==> src/hdl/ccod_pkg.sv <==
// constants and types for the control opcode and operand decoder
package ccod_pkg;
  localparam logic [7:0] OP_CARRY_CLEAR = 8'hf8;
  localparam logic [7:0] OP_CARRY_SET = 8'hf9;
  localparam logic [7:0] OP_CARRY_INVERT = 8'hf5;
  localparam logic [7:0] OP_DIR_CLEAR = 8'hfc;
  localparam logic [7:0] OP_DIR_SET = 8'hfd;
  localparam logic [7:0] OP_INT_DISABLE = 8'hfa;
  localparam logic [7:0] OP_INT_ENABLE = 8'hfb;
  localparam logic [7:0] OP_HALT = 8'hf4;
  localparam logic [7:0] OP_WAIT = 8'h9b;
  localparam logic [7:0] OP_LOCK = 8'hf0;
  localparam logic [7:0] OP_NOP = 8'h90;
  localparam logic [7:0] SEG_PFX_MASK = 8'he7;
  localparam logic [7:0] SEG_PFX_VAL = 8'h26;
  localparam logic [1:0] MOD_NODISP = 2'h0;
  localparam logic [1:0] MOD_DISP8 = 2'h1;
  localparam logic [1:0] MOD_DISP16 = 2'h2;
  localparam logic [1:0] MOD_REG = 2'h3;
  localparam logic [2:0] RM_DIRECT = 3'h6;
  localparam logic [1:0] SEG_EXTRA = 2'h0;
  localparam logic [1:0] SEG_CODE = 2'h1;
  localparam logic [1:0] SEG_STACK = 2'h2;
  localparam logic [1:0] SEG_DATA = 2'h3;
  localparam logic [3:0] CYC_FLAG_OP = 4'h2;
  localparam logic [3:0] CYC_LOCK = 4'h2;
  localparam logic [3:0] CYC_HALT = 4'h2;
  localparam logic [3:0] CYC_WAIT = 4'h6;
  localparam logic [3:0] CYC_NOP = 4'h3;
  localparam logic [3:0] CYC_EA = 4'h4;
  localparam logic [3:0] CYC_WORD_XFER = 4'h4;
  // register indices, also the 8-bit names
  localparam logic [2:0] R_AX = 3'h0;
  localparam logic [2:0] R_CX = 3'h1;
  localparam logic [2:0] R_DX = 3'h2;
  localparam logic [2:0] R_BX = 3'h3;
  localparam logic [2:0] R_SP = 3'h4;
  localparam logic [2:0] R_BP = 3'h5;
  localparam logic [2:0] R_SI = 3'h6;
  localparam logic [2:0] R_DI = 3'h7;
  typedef enum logic [2:0] {
    CCOD_IDLE = 3'b000,
    CCOD_MODRM = 3'b001,
    CCOD_DISP_LO = 3'b010,
    CCOD_DISP_HI = 3'b011,
    CCOD_BUSY = 3'b100,
    CCOD_HALTED = 3'b101,
    CCOD_WAITING = 3'b110
  } ccod_state_t;
endpackage : ccod_pkg

==> src/hdl/ccod_ea_calc.sv <==
// effective address adder for the mod and r/m fields
`timescale 1ns/1ps
module ccod_ea_calc (
  input wire logic [1:0] mod_i,
  input wire logic [2:0] rm_i,
  input wire logic [15:0] disp_i,
  input wire logic [15:0] bx_i,
  input wire logic [15:0] bp_i,
  input wire logic [15:0] si_i,
  input wire logic [15:0] di_i,
  output logic [15:0] ea_o,
  output logic uses_bp_o
);
  import ccod_pkg::*;
  always_comb begin
    ea_o = disp_i;
    uses_bp_o = 1'b0;
    case (rm_i)
      3'h0: ea_o = 16'(bx_i + si_i + disp_i);
      3'h1: ea_o = 16'(bx_i + di_i + disp_i);
      3'h2: begin
        ea_o = 16'(bp_i + si_i + disp_i);
        uses_bp_o = 1'b1;
      end
      3'h3: begin
        ea_o = 16'(bp_i + di_i + disp_i);
        uses_bp_o = 1'b1;
      end
      3'h4: ea_o = 16'(si_i + disp_i);
      3'h5: ea_o = 16'(di_i + disp_i);
      3'h6: begin
        // direct form adds nothing
        if (mod_i == MOD_NODISP) begin
          ea_o = disp_i;
        end else begin
          ea_o = 16'(bp_i + disp_i);
          uses_bp_o = 1'b1;
        end
      end
      default: ea_o = 16'(bx_i + disp_i);
    endcase
  end
endmodule : ccod_ea_calc

==> src/hdl/ccod_decoder.sv <==
// control opcode and operand decoder of the processor core
// ----------------------------------------------------------------
// Functional notes
// - f8 clears carry, f9 sets it, f5 inverts it; 2 cycles each.
// - fc clears direction flag, fd sets it; 2 cycles each.
// - fa clears interrupt enable, fb sets it; 2 cycles each.
// - f0 is lock prefix, 2 cycles; next instruction's bus activity locked.
// - word memory transfers cost 4 cycles more than byte figures.
// - mod 11 makes r/m a register selector.
// - mod 00 means zero displacement, no bytes, except direct form.
// - mod 01 fetches one byte sign-extended to 16 bits.
// - mod 10 fetches 16-bit displacement, low byte first.
// - r/m 000-011 add displacement to base plus index pair.
// - r/m 100-111 add displacement to si, di, bp, bx.
// - mod 00 with r/m 110 is direct address, displacement only.
// - displacement follows the second byte, before immediate data.
// - address calculation takes 4 cycles, included in execution time.
// - byte 001ss110 is segment override: es, cs, ss, ds.
// - reg codes select 16-bit or 8-bit registers by size bit.
// - operands addressed via base pointer default to stack segment.
// - string destinations via di always use extra segment, no override.
// ----------------------------------------------------------------
`timescale 1ns/1ps
module ccod_decoder (
  input wire logic sys_clk_i,
  input wire logic rst_i,
  input wire logic clk_en_i,
  input wire logic byte_valid_i,
  input wire logic [7:0] byte_i,
  input wire logic modrm_op_i,
  input wire logic word_op_i,
  input wire logic mem_xfer_i,
  input wire logic string_dest_i,
  input wire logic test_active_i,
  input wire logic [15:0] bx_i,
  input wire logic [15:0] bp_i,
  input wire logic [15:0] si_i,
  input wire logic [15:0] di_i,
  output logic byte_ready_o,
  output logic carry_o,
  output logic direction_o,
  output logic int_enable_o,
  output logic halted_o,
  output logic bus_lock_o,
  output logic ea_valid_o,
  output logic [15:0] effective_address_o,
  output logic [1:0] segment_o,
  output logic reg_operand_o,
  output logic [2:0] reg_sel_o,
  output logic reg_wide_o,
  output logic [15:0] disp_o
);
  import ccod_pkg::*;

  typedef struct packed {
    ccod_state_t st;
    logic [3:0] cnt;
    logic carry;
    logic dir;
    logic ie;
    logic halted;
    logic lock_pend;
    logic lock;
    logic seg_ovr;
    logic [1:0] seg_ovr_sel;
    logic [1:0] mod;
    logic [2:0] rm;
    logic [15:0] disp;
    logic ea_valid;
    logic [15:0] ea;
    logic [1:0] seg;
    logic reg_op;
    logic [2:0] reg_sel;
    logic reg_wide;
    logic wide;
    logic str_dst;
  } ccod_regs_t;

  ccod_regs_t s_r;
  ccod_regs_t s_nxt;
  logic [15:0] ea_calc;
  logic uses_bp;

  ccod_ea_calc u_ea (
    .mod_i(s_r.mod),
    .rm_i(s_r.rm),
    .disp_i(s_r.disp),
    .bx_i(bx_i),
    .bp_i(bp_i),
    .si_i(si_i),
    .di_i(di_i),
    .ea_o(ea_calc),
    .uses_bp_o(uses_bp)
  );

  // ----------------------------------------------------------------
  // next state
  // ----------------------------------------------------------------
  always_comb begin
    s_nxt = s_r;
    s_nxt.ea_valid = 1'b0;
    case (s_r.st)
      CCOD_IDLE: begin
        if (byte_valid_i) begin
          // count starts two short: the taking edge is the first cycle, the zero count the last
          s_nxt.cnt = CYC_FLAG_OP - 4'h2;
          s_nxt.st = CCOD_BUSY;
          s_nxt.wide = word_op_i;
          s_nxt.str_dst = string_dest_i;
          if ((byte_i & SEG_PFX_MASK) == SEG_PFX_VAL) begin
            s_nxt.seg_ovr = 1'b1;
            s_nxt.seg_ovr_sel = byte_i[4:3];
            s_nxt.st = CCOD_IDLE;
          end else begin
            // lock follows the prefix onto whatever opcode comes next
            s_nxt.lock = s_r.lock_pend;
            s_nxt.lock_pend = 1'b0;
            case (byte_i)
              OP_CARRY_CLEAR: s_nxt.carry = 1'b0;
              OP_CARRY_SET: s_nxt.carry = 1'b1;
              OP_CARRY_INVERT: s_nxt.carry = ~s_r.carry;
              OP_DIR_CLEAR: s_nxt.dir = 1'b0;
              OP_DIR_SET: s_nxt.dir = 1'b1;
              OP_INT_DISABLE: s_nxt.ie = 1'b0;
              OP_INT_ENABLE: s_nxt.ie = 1'b1;
              OP_LOCK: begin
                s_nxt.lock_pend = 1'b1;
                s_nxt.cnt = CYC_LOCK - 4'h2;
              end
              OP_HALT: begin
                s_nxt.cnt = CYC_HALT - 4'h2;
                s_nxt.halted = 1'b1;
              end
              OP_WAIT: begin
                s_nxt.cnt = CYC_WAIT - 4'h2;
                s_nxt.st = CCOD_WAITING;
              end
              OP_NOP: s_nxt.cnt = CYC_NOP - 4'h2;
              default: begin
                // other opcodes only matter here if they carry an operand byte
                s_nxt.st = modrm_op_i ? CCOD_MODRM : CCOD_IDLE;
              end
            endcase
          end
        end
      end
      CCOD_MODRM: begin
        if (byte_valid_i) begin
          s_nxt.mod = byte_i[7:6];
          s_nxt.rm = byte_i[2:0];
          s_nxt.disp = 16'h0000;
          s_nxt.reg_wide = s_r.wide;
          s_nxt.reg_op = 1'b0;
          s_nxt.reg_sel = byte_i[5:3];
          if (byte_i[7:6] == MOD_REG) begin
            s_nxt.reg_op = 1'b1;
            s_nxt.reg_sel = byte_i[2:0];
            s_nxt.st = CCOD_IDLE;
            s_nxt.seg_ovr = 1'b0;
            s_nxt.lock = 1'b0;
          end else if (byte_i[7:6] == MOD_NODISP && byte_i[2:0] != RM_DIRECT) begin
            s_nxt.cnt = CYC_EA - 4'h1;
            s_nxt.st = CCOD_BUSY;
          end else begin
            s_nxt.st = CCOD_DISP_LO;
          end
        end
      end
      CCOD_DISP_LO: begin
        if (byte_valid_i) begin
          if (s_r.mod == MOD_DISP8) begin
            s_nxt.disp = {{8{byte_i[7]}}, byte_i};
            s_nxt.cnt = CYC_EA - 4'h1;
            s_nxt.st = CCOD_BUSY;
          end else begin
            s_nxt.disp = {8'h00, byte_i};
            s_nxt.st = CCOD_DISP_HI;
          end
        end
      end
      CCOD_DISP_HI: begin
        if (byte_valid_i) begin
          s_nxt.disp = {byte_i, s_r.disp[7:0]};
          s_nxt.cnt = CYC_EA - 4'h1;
          s_nxt.st = CCOD_BUSY;
        end
      end
      CCOD_BUSY: begin
        if (s_r.cnt != 4'h0) begin
          s_nxt.cnt = s_r.cnt - 4'h1;
        end else if (s_r.halted) begin
          s_nxt.st = CCOD_HALTED;
        end else begin
          s_nxt.st = CCOD_IDLE;
          // plain opcodes keep the last address and segment
          if (s_r.mod != MOD_REG) begin
            s_nxt.ea_valid = 1'b1;
            s_nxt.ea = ea_calc;
            if (s_r.str_dst && (s_r.rm == 3'h1 || s_r.rm == 3'h3 || s_r.rm == 3'h5)) begin
              s_nxt.seg = SEG_EXTRA;
            end else if (s_r.seg_ovr) begin
              s_nxt.seg = s_r.seg_ovr_sel;
            end else if (uses_bp) begin
              s_nxt.seg = SEG_STACK;
            end else begin
              s_nxt.seg = SEG_DATA;
            end
            s_nxt.seg_ovr = 1'b0;
            // no second pulse after the word transfer tail
            s_nxt.mod = MOD_REG;
          end
          // word operand in memory: extra bus cycles before release
          if (s_r.wide && mem_xfer_i && s_r.mod != MOD_REG) begin
            s_nxt.cnt = CYC_WORD_XFER - 4'h1;
            s_nxt.wide = 1'b0;
            s_nxt.st = CCOD_BUSY;
          end else begin
            s_nxt.lock = 1'b0;
          end
        end
      end
      CCOD_HALTED: s_nxt.st = CCOD_HALTED;
      CCOD_WAITING: begin
        // wait holds the core until test goes active
        if (s_r.cnt != 4'h0) begin
          s_nxt.cnt = s_r.cnt - 4'h1;
        end else if (test_active_i) begin
          s_nxt.st = CCOD_IDLE;
        end
      end
      default: s_nxt.st = CCOD_IDLE;
    endcase
    // reset of the non-memory path clears a leftover mod
    if (s_r.st == CCOD_IDLE && byte_valid_i && !modrm_op_i) begin
      s_nxt.mod = MOD_REG;
    end
  end

  always_ff @(posedge sys_clk_i) begin
    if (rst_i) begin
      s_r <= '{st: CCOD_IDLE, mod: MOD_REG, seg: SEG_DATA, default: '0};
    end else if (clk_en_i) begin
      s_r <= s_nxt;
    end
  end

  // ----------------------------------------------------------------
  // outputs
  // ----------------------------------------------------------------
  logic ready_r;
  always_ff @(posedge sys_clk_i) begin
    if (rst_i) begin
      ready_r <= 1'b0;
    end else if (clk_en_i) begin
      ready_r <= (s_nxt.st == CCOD_IDLE) || (s_nxt.st == CCOD_MODRM) ||
                 (s_nxt.st == CCOD_DISP_LO) || (s_nxt.st == CCOD_DISP_HI);
    end
  end

  assign byte_ready_o = ready_r;
  assign carry_o = s_r.carry;
  assign direction_o = s_r.dir;
  assign int_enable_o = s_r.ie;
  assign halted_o = s_r.halted;
  assign bus_lock_o = s_r.lock;
  assign ea_valid_o = s_r.ea_valid;
  assign effective_address_o = s_r.ea;
  assign segment_o = s_r.seg;
  assign reg_operand_o = s_r.reg_op;
  assign reg_sel_o = s_r.reg_sel;
  assign reg_wide_o = s_r.reg_wide;
  assign disp_o = s_r.disp;
endmodule : ccod_decoder

==> config.mk <==
export PLATFORM = sky130hd
export DESIGN_NAME = ccod_decoder
export DESIGN_NICKNAME = d
export VERILOG_FILES = /design/src/hdl/ccod_pkg.sv /design/src/hdl/ccod_ea_calc.sv /design/src/hdl/ccod_decoder.sv
export SDC_FILE = /design/constraint.sdc
export NUM_CORES = 1
export LEC_CHECK = 0
export BUFFER_PORTS_ARGS = -buffer_cell sky130_fd_sc_hd__buf_2
export CAP_MARGIN = 25
export CORE_ASPECT_RATIO = 1.5
export CORE_MARGIN = 2
export CORE_UTILIZATION = 35
export DETAILED_ROUTE_END_ITERATION = 8
export PLACE_DENSITY_LB_ADDON = 0.3
export SLEW_MARGIN = 40
export SYNTH_ARGS = -nofsm -noshare
export SYNTH_HDL_FRONTEND = slang
export SYNTH_SLANG_ARGS = --single-unit
export TNS_END_PERCENT = 50
==> constraint.sdc <==
create_clock -name sys_clk_i -period 3.8 [get_ports sys_clk_i]
set_input_delay 0.38 -clock sys_clk_i [delete_from_list [all_inputs] [get_ports sys_clk_i]]
set_output_delay 0.38 -clock sys_clk_i [all_outputs]
set_load 0.03 [all_outputs]
==> Yosys cells after proc, flatten, opt, wreduce, memory -nomap -nowiden <==
Index checks and enable logic that the tools add are counted.
{ "totals": {"regBits": 64, "in_bits": 81} }
{ "classes": {"add_sub_neg": 13, "n_eq_ne": 53, "muxes": 65, "n_bitwise": 5, "n_reduce_logical": 45} }
{ "ops": {"columns": ["operator", "count"], "rows": [
  ["$add A16 B16 Y16", 12],
  ["$pmux W16 S7", 1],
  ["$eq A8 B8 Y1 const B", 11],
  ["$mux W16", 5],
  ["$mux W19", 4],
  ["$pmux W16 S3", 1],
  ["$reduce_and A5 Y1", 7],
  ["$ne A2 B2 Y1 const B", 17],
  ["$mux W4", 7],
  ["$mux W7", 4],
  ["$mux W3", 9],
  ["$pmux W4 S6", 1],
  ["$mux W2", 11],
  ["$mux W21", 1],
  ["$ne A3 B3 Y1 const B", 7],
  ["$pmux W3 S7", 1],
  ["$eq A3 B2 Y1 const B", 6],
  ["$eq A3 B3 Y1 const B", 6],
  ["$reduce_and A9 Y1", 2],
  ["$pmux W3 S2", 2],
  ["$reduce_and A12 Y1", 1],
  ["$reduce_and A6 Y1", 2],
  ["$reduce_bool A3 Y1", 4],
  ["$mux W1", 10],
  ["23 further kinds", 49]
]} }

==> Longest topological paths before layout <==
{ "logic_depth": {"word_depth": 10, "mapped_depth": 16, "mapped_depth_nobuf": 14} }

==> By module <==
A second synthesis with hierarchy kept.
{ "hier_totals": {"hier_cells": 1203, "hier_area_um2": 9718.1} }
{ "by_module_without_submodules": {"columns": ["mod", "n_inst", "cells_per_inst", "area_per_inst_um2"], "rows": [
  ["ccod_ea_calc", 1, 764, 6130.9],
  ["ccod_decoder", 1, 439, 3587.2]
]} }

==> Least setup slack after synthesis <==
No wires, ideal clock.
{ "synth_path": {"kind": "register to register", "start": "register s_r[42] (netlist name)", "end": "register s_r (netlist bit effective_address_o[8])", "arrival_time_ns": 3.439, "required_ns": 3.668, "path_slack_ns": 0.230, "stages_incl_launch_ff": 15, "path_buffers": 3, "synth_period_minus_slack_ns": 3.570, "path_cell_list": "dfxtp_1 -> buf_2 -> buf_1 -> buf_2 -> mux2i_1 -> o21ai_0 -> ha_1 -> fa_1 -> a211oi_1 -> o21ai_0 -> a31oi_1 -> xor2_1 -> nor2_1 -> a2111oi_0 -> nor3_1"} }
{ "synth_between": {"elab_chain_cells": 2, "word_cells_on_any_way": 8, "classes_between": "eq/ne (6); mux (1); reduce/logical (1)"} }
{ "synth_lines": {"columns": ["element", "line", "rtl"], "rows": [
  ["start, declared", "ccod_decoder.sv:79", "ccod_regs_t s_r;"],
  ["start signal, assigned", "ccod_decoder.sv:243", "s_r <= s_nxt;"],
  ["$eq A3 B3 Y1, or another cell as far along", "ccod_ea_calc.sv:18", "case (rm_i)"],
  ["$pmux W16 S7 *", "ccod_ea_calc.sv:18", null]
]} }
Mark *: on every way between the ends. The rest lies on a longest branch, timed or not.
A chain may end at the register's enable or synchronous reset.

==> Worst setup path after layout <==
{ "layout_path": {"start": "register s_r (netlist bit disp_o[1])", "end": "register s_r (netlist bit effective_address_o[13])"} }
{ "layout_between": {"elab_chain_cells": 3, "word_cells_on_any_way": 10, "classes_between": "add/sub (8); mux (2)"} }
{ "layout_lines": {"columns": ["element", "line", "rtl"], "rows": [
  ["$add A16 B16 Y16", "ccod_ea_calc.sv:36", "ea_o = 16'(bp_i + disp_i);"],
  ["$mux W16", "ccod_ea_calc.sv:33", "if (mod_i == MOD_NODISP) begin"],
  ["$pmux W16 S7 *", "ccod_ea_calc.sv:18", null]
]} }
Marks and branches as above.

==> flow_metrics.py <==
metrics = {
    "synth": {
        "synthesis.nets": 1463,
        "synth-simple-area-share_pct": 20.6,
        "yosys.area.top_type": "fa_1",
        "synth_top_family_by_area": "compound AO/OA/AOI/OAI gates",
        "async_flop_share_pct": 0,
        "seq_area_frac_synth_pct": 13.2,
        "synth-warning-count": 0,
        "ys_top_cells_by_count": "nand2_1 (118), nor2_1 (113), a21oi_1 (107), ha_1 (88), o21ai_0 (84)",
        "synth_top_flop_cell": "dfxtp_1",
        "synth_area_leaders": "fa_1 (14%), dfxtp_1 (13%), ha_1 (11%)",
        "yosys_register_bits": 64,
        "synth.most_common_cell": "nand2_1",
        "synth_top_area_share_pct": 13.6,
        "syn_inst": 1228,
        "synth_edf_count": 0,
        "synth_cell_types": 83,
        "synth_xor_area_share_pct": 6.09,
        "netlist_area_sq_um": 9740,
        "synth-compound-area-share_pct": 25.5,
        "synthAdderAreaFrac_pct": 24.9,
        "muxShareOfSynthArea_pct": 3.84,
        "synth.avg_cell_area_sq_um": 7.93,
    },
    "place": {
        "dp_cells": 1667,
        "dp_hpwl_mm": 31.2,
        "io_buffers": 126,
        "dpl_cell_area_sq_um": 10800,
        "pre_cts_ws_ns": 0.0985,
        "gp_congestion": 1.00,
    },
    "power": {
        "vdd_drop_max_mv": 0.200,
        "powerDensity_nw_per_um2": 243,
        "finalPower_mw": 2.68,
        "leakagePower_nw": 4.69,
    },
    "critical_path": {
        "slowest_stage": "fa_1",
        "critPathLaunch": "disp_o[1]",
        "cp_slowest_stage_delay_ns": 0.50,
        "worstReg2RegStart": "disp_o[1]",
        "critPathArrivalTime_ns": 3.81,
        "worstPathCellList": "fa_1 -> ha_1 -> fa_1 -> a211oi_1 -> buf_4 -> o21ai_1 -> a311oi_1 -> nor2_1 -> a221o_1 -> nor4_1 -> a211oi_1",
        "critPathKind": "reg -> reg",
        "path_buf_inv": 1,
        "path_max_fanout": 5,
        "critPathLaunchType": "flip-flop",
        "critPathCaptureType": "flip-flop",
        "path_delay_family": "compound AO/OA/AOI/OAI gates",
        "required_ns": 3.99,
    },
    "clocking": {
        "clk_pin_slew_ns": 0.06,
        "clk_latency_ns": 0.34,
        "cts-root-buf": "clkbuf_16",
        "cts-hold-fix-buffers": 0,
        "cts_sinks": 64,
        "cts_made_buffers": 9,
        "cts_htree_levels": 3,
        "clock_path_buffers": 2,
        "cts_tree": "yes",
    },
    "floorplan": {
        "io_pins": 127,
        "start_util_pct": 35.6,
        "coreArea_sq_um": 27300,
        "fp.dieH_um": 208,
        "chipWidth_um": 140,
        "dieArea_sq_um": 29200,
        "row_count": 74,
    },
    "route": {
        "viasPerCell": 5.93,
        "postRouteWirelength_mm": 37.7,
        "drtPass1Iterations": 9,
        "vias": 9985,
        "avgRoutedWirePerCell_um": 22.4,
        "drc": 32,
        "drt_iter0_markers": 823,
        "postRouteAntennaNets": 0,
    },
    "finish": {
        "stdcell_area_sq_um": 11100,
        "finalNetCount": 1571,
        "antennaDiodeCount": 0,
        "fillers": 2809,
        "final_util_pct": 40.5,
        "areaGrowthSynthToFinish_pct": 13.6,
        "final_cells": 1683,
        "drive_gt1_share_pct": 17.1,
    },
    "global_routing": {
        "grt_usage_pct": 25.6,
        "gr-total-overflow": 0,
        "grt_pass1_wl_mm": 58.1,
        "antenna_found_initial": 0,
        "grt_max_degree": 39,
        "grt_pass1_vias": 10100,
    },
    "timing": {
        "relSlewSlack_pct": 45.4,
        "clock_skew_ns": 0.00610,
        "rsz0062_at_grt": "false",
        "setup_ws_ns": 0.183,
        "finalSetupViolations": 0,
        "tns_ns": 0,
        "fmax_mhz": 276,
        "hold_violations": 0,
        "fin_crit_sh_pct": 95.2,
        "hold_ws_ns": 0.336,
        "drv_slew": 0,
        "worstMarginPinSlew_ns": 0.812,
        "min_period_ns": 3.62,
    },
    "flow_run": {
        "cap_viol_max_count": 0,
    },
    "outcome": {
        "violations": "design-rule violations",
        "status": "finished, violations left",
    },
    "hold_path": {
        "min_path_type": "in -> reg",
        "hp-start": "string_dest_i",
    },
}
[where the power goes]
part           internal, mW  leakage, nW  switching (mW)  total (mW)
sequential            0.682        0.518          0.0134       0.695
clock                 0.477        0.135           0.334       0.812
combinational         0.468         4.03           0.708        1.18
total                  1.63         4.69            1.06        2.68
[sequential cells by signal, indices dropped and copies added, names as in the netlist]
register / cells
bus_lock_o: 1
byte_ready_o: 1
carry_o: 1
direction_o: 1
disp_o: 16
ea_valid_o: 1
effective_address_o: 16
halted_o: 1
int_enable_o: 1
reg_operand_o: 1
reg_sel_o: 3
reg_wide_o: 1
s_r: 18
segment_o: 2
[per-layer routing]
metal / global-route usage [%] / part of all wire, % / routed length, um
met3: 2.92 / 4.5 / 1700
met1: 28.4 / 38 / 14300
met5: 0 / 0 / 0
met2: 46.3 / 50 / 19000
met4: 15.7 / 7.2 / 2720
[what timing repair did]
item / in CTS / in global routing
gates resized for setup: 0 / 2
endpoints found under the setup margin: 0 / 4
setup buffers: 0 / 0
endpoints found under the hold margin: 0 / 0
[logic make-up (layout without fill, tap and decap cells)]
| group | Yosys count | after routing |
|---|---|---|
| mux | 36 | 36 |
| fa+ha+maj | 154 | 154 |
| buf+inv | 112 | 225 |
| xor+xnor | 66 | 66 |
| simple gates | 416 | 416 |
| compound gates | 380 | 380 |
| flops | 64 | 64 |
[placed cells by master (no fill, tap or decap), types with 27 or more instances in the layout]
cell type  count
nand3_1       42
dfxtp_1       62
nor3_1        33
nand2_1      118
buf_4         55
nor2_1       113
buf_2        126
a21oi_1      107
xnor2_1       38
o21ai_0       84
mux2i_1       34
a211oi_1      27
fa_1          66
ha_1          88
[worst register-to-register path, cell delays in order (launching register included)]
cell and delay, ns:
dfxtp_2 0.41, fa_1 0.45, ha_1 0.25, fa_1 0.50, a211oi_1 0.26, buf_4 0.16
o21ai_1 0.15, a311oi_1 0.42, nor2_1 0.13, a221o_1 0.36, nor4_1 0.26, a211oi_1 0.12
[layout make-up]
class                           instances  area (sq um)  area share (%)
Multi-Input combinational cell       1052          7900            71.4
Sequential cell                        64          1280            11.6
Timing Repair Buffer                  182          1060            9.62
Tap cell                              342           428            3.87
Clock buffer                           12           256            2.32
Inverter                               27           101           0.916
Clock inverter                          4          28.8           0.260
[final timing paths]
path	slack (ns)	end	cells past startpoint
setup / recovery	0.18	effective_address_o[13]	11
hold / removal	0.34	s_r[0]	3
setup reg to reg	0.18	effective_address_o[13]	11
hold reg to reg	0.45	effective_address_o[4]	2
No activity file was read; power rests on OpenSTA's default activity.
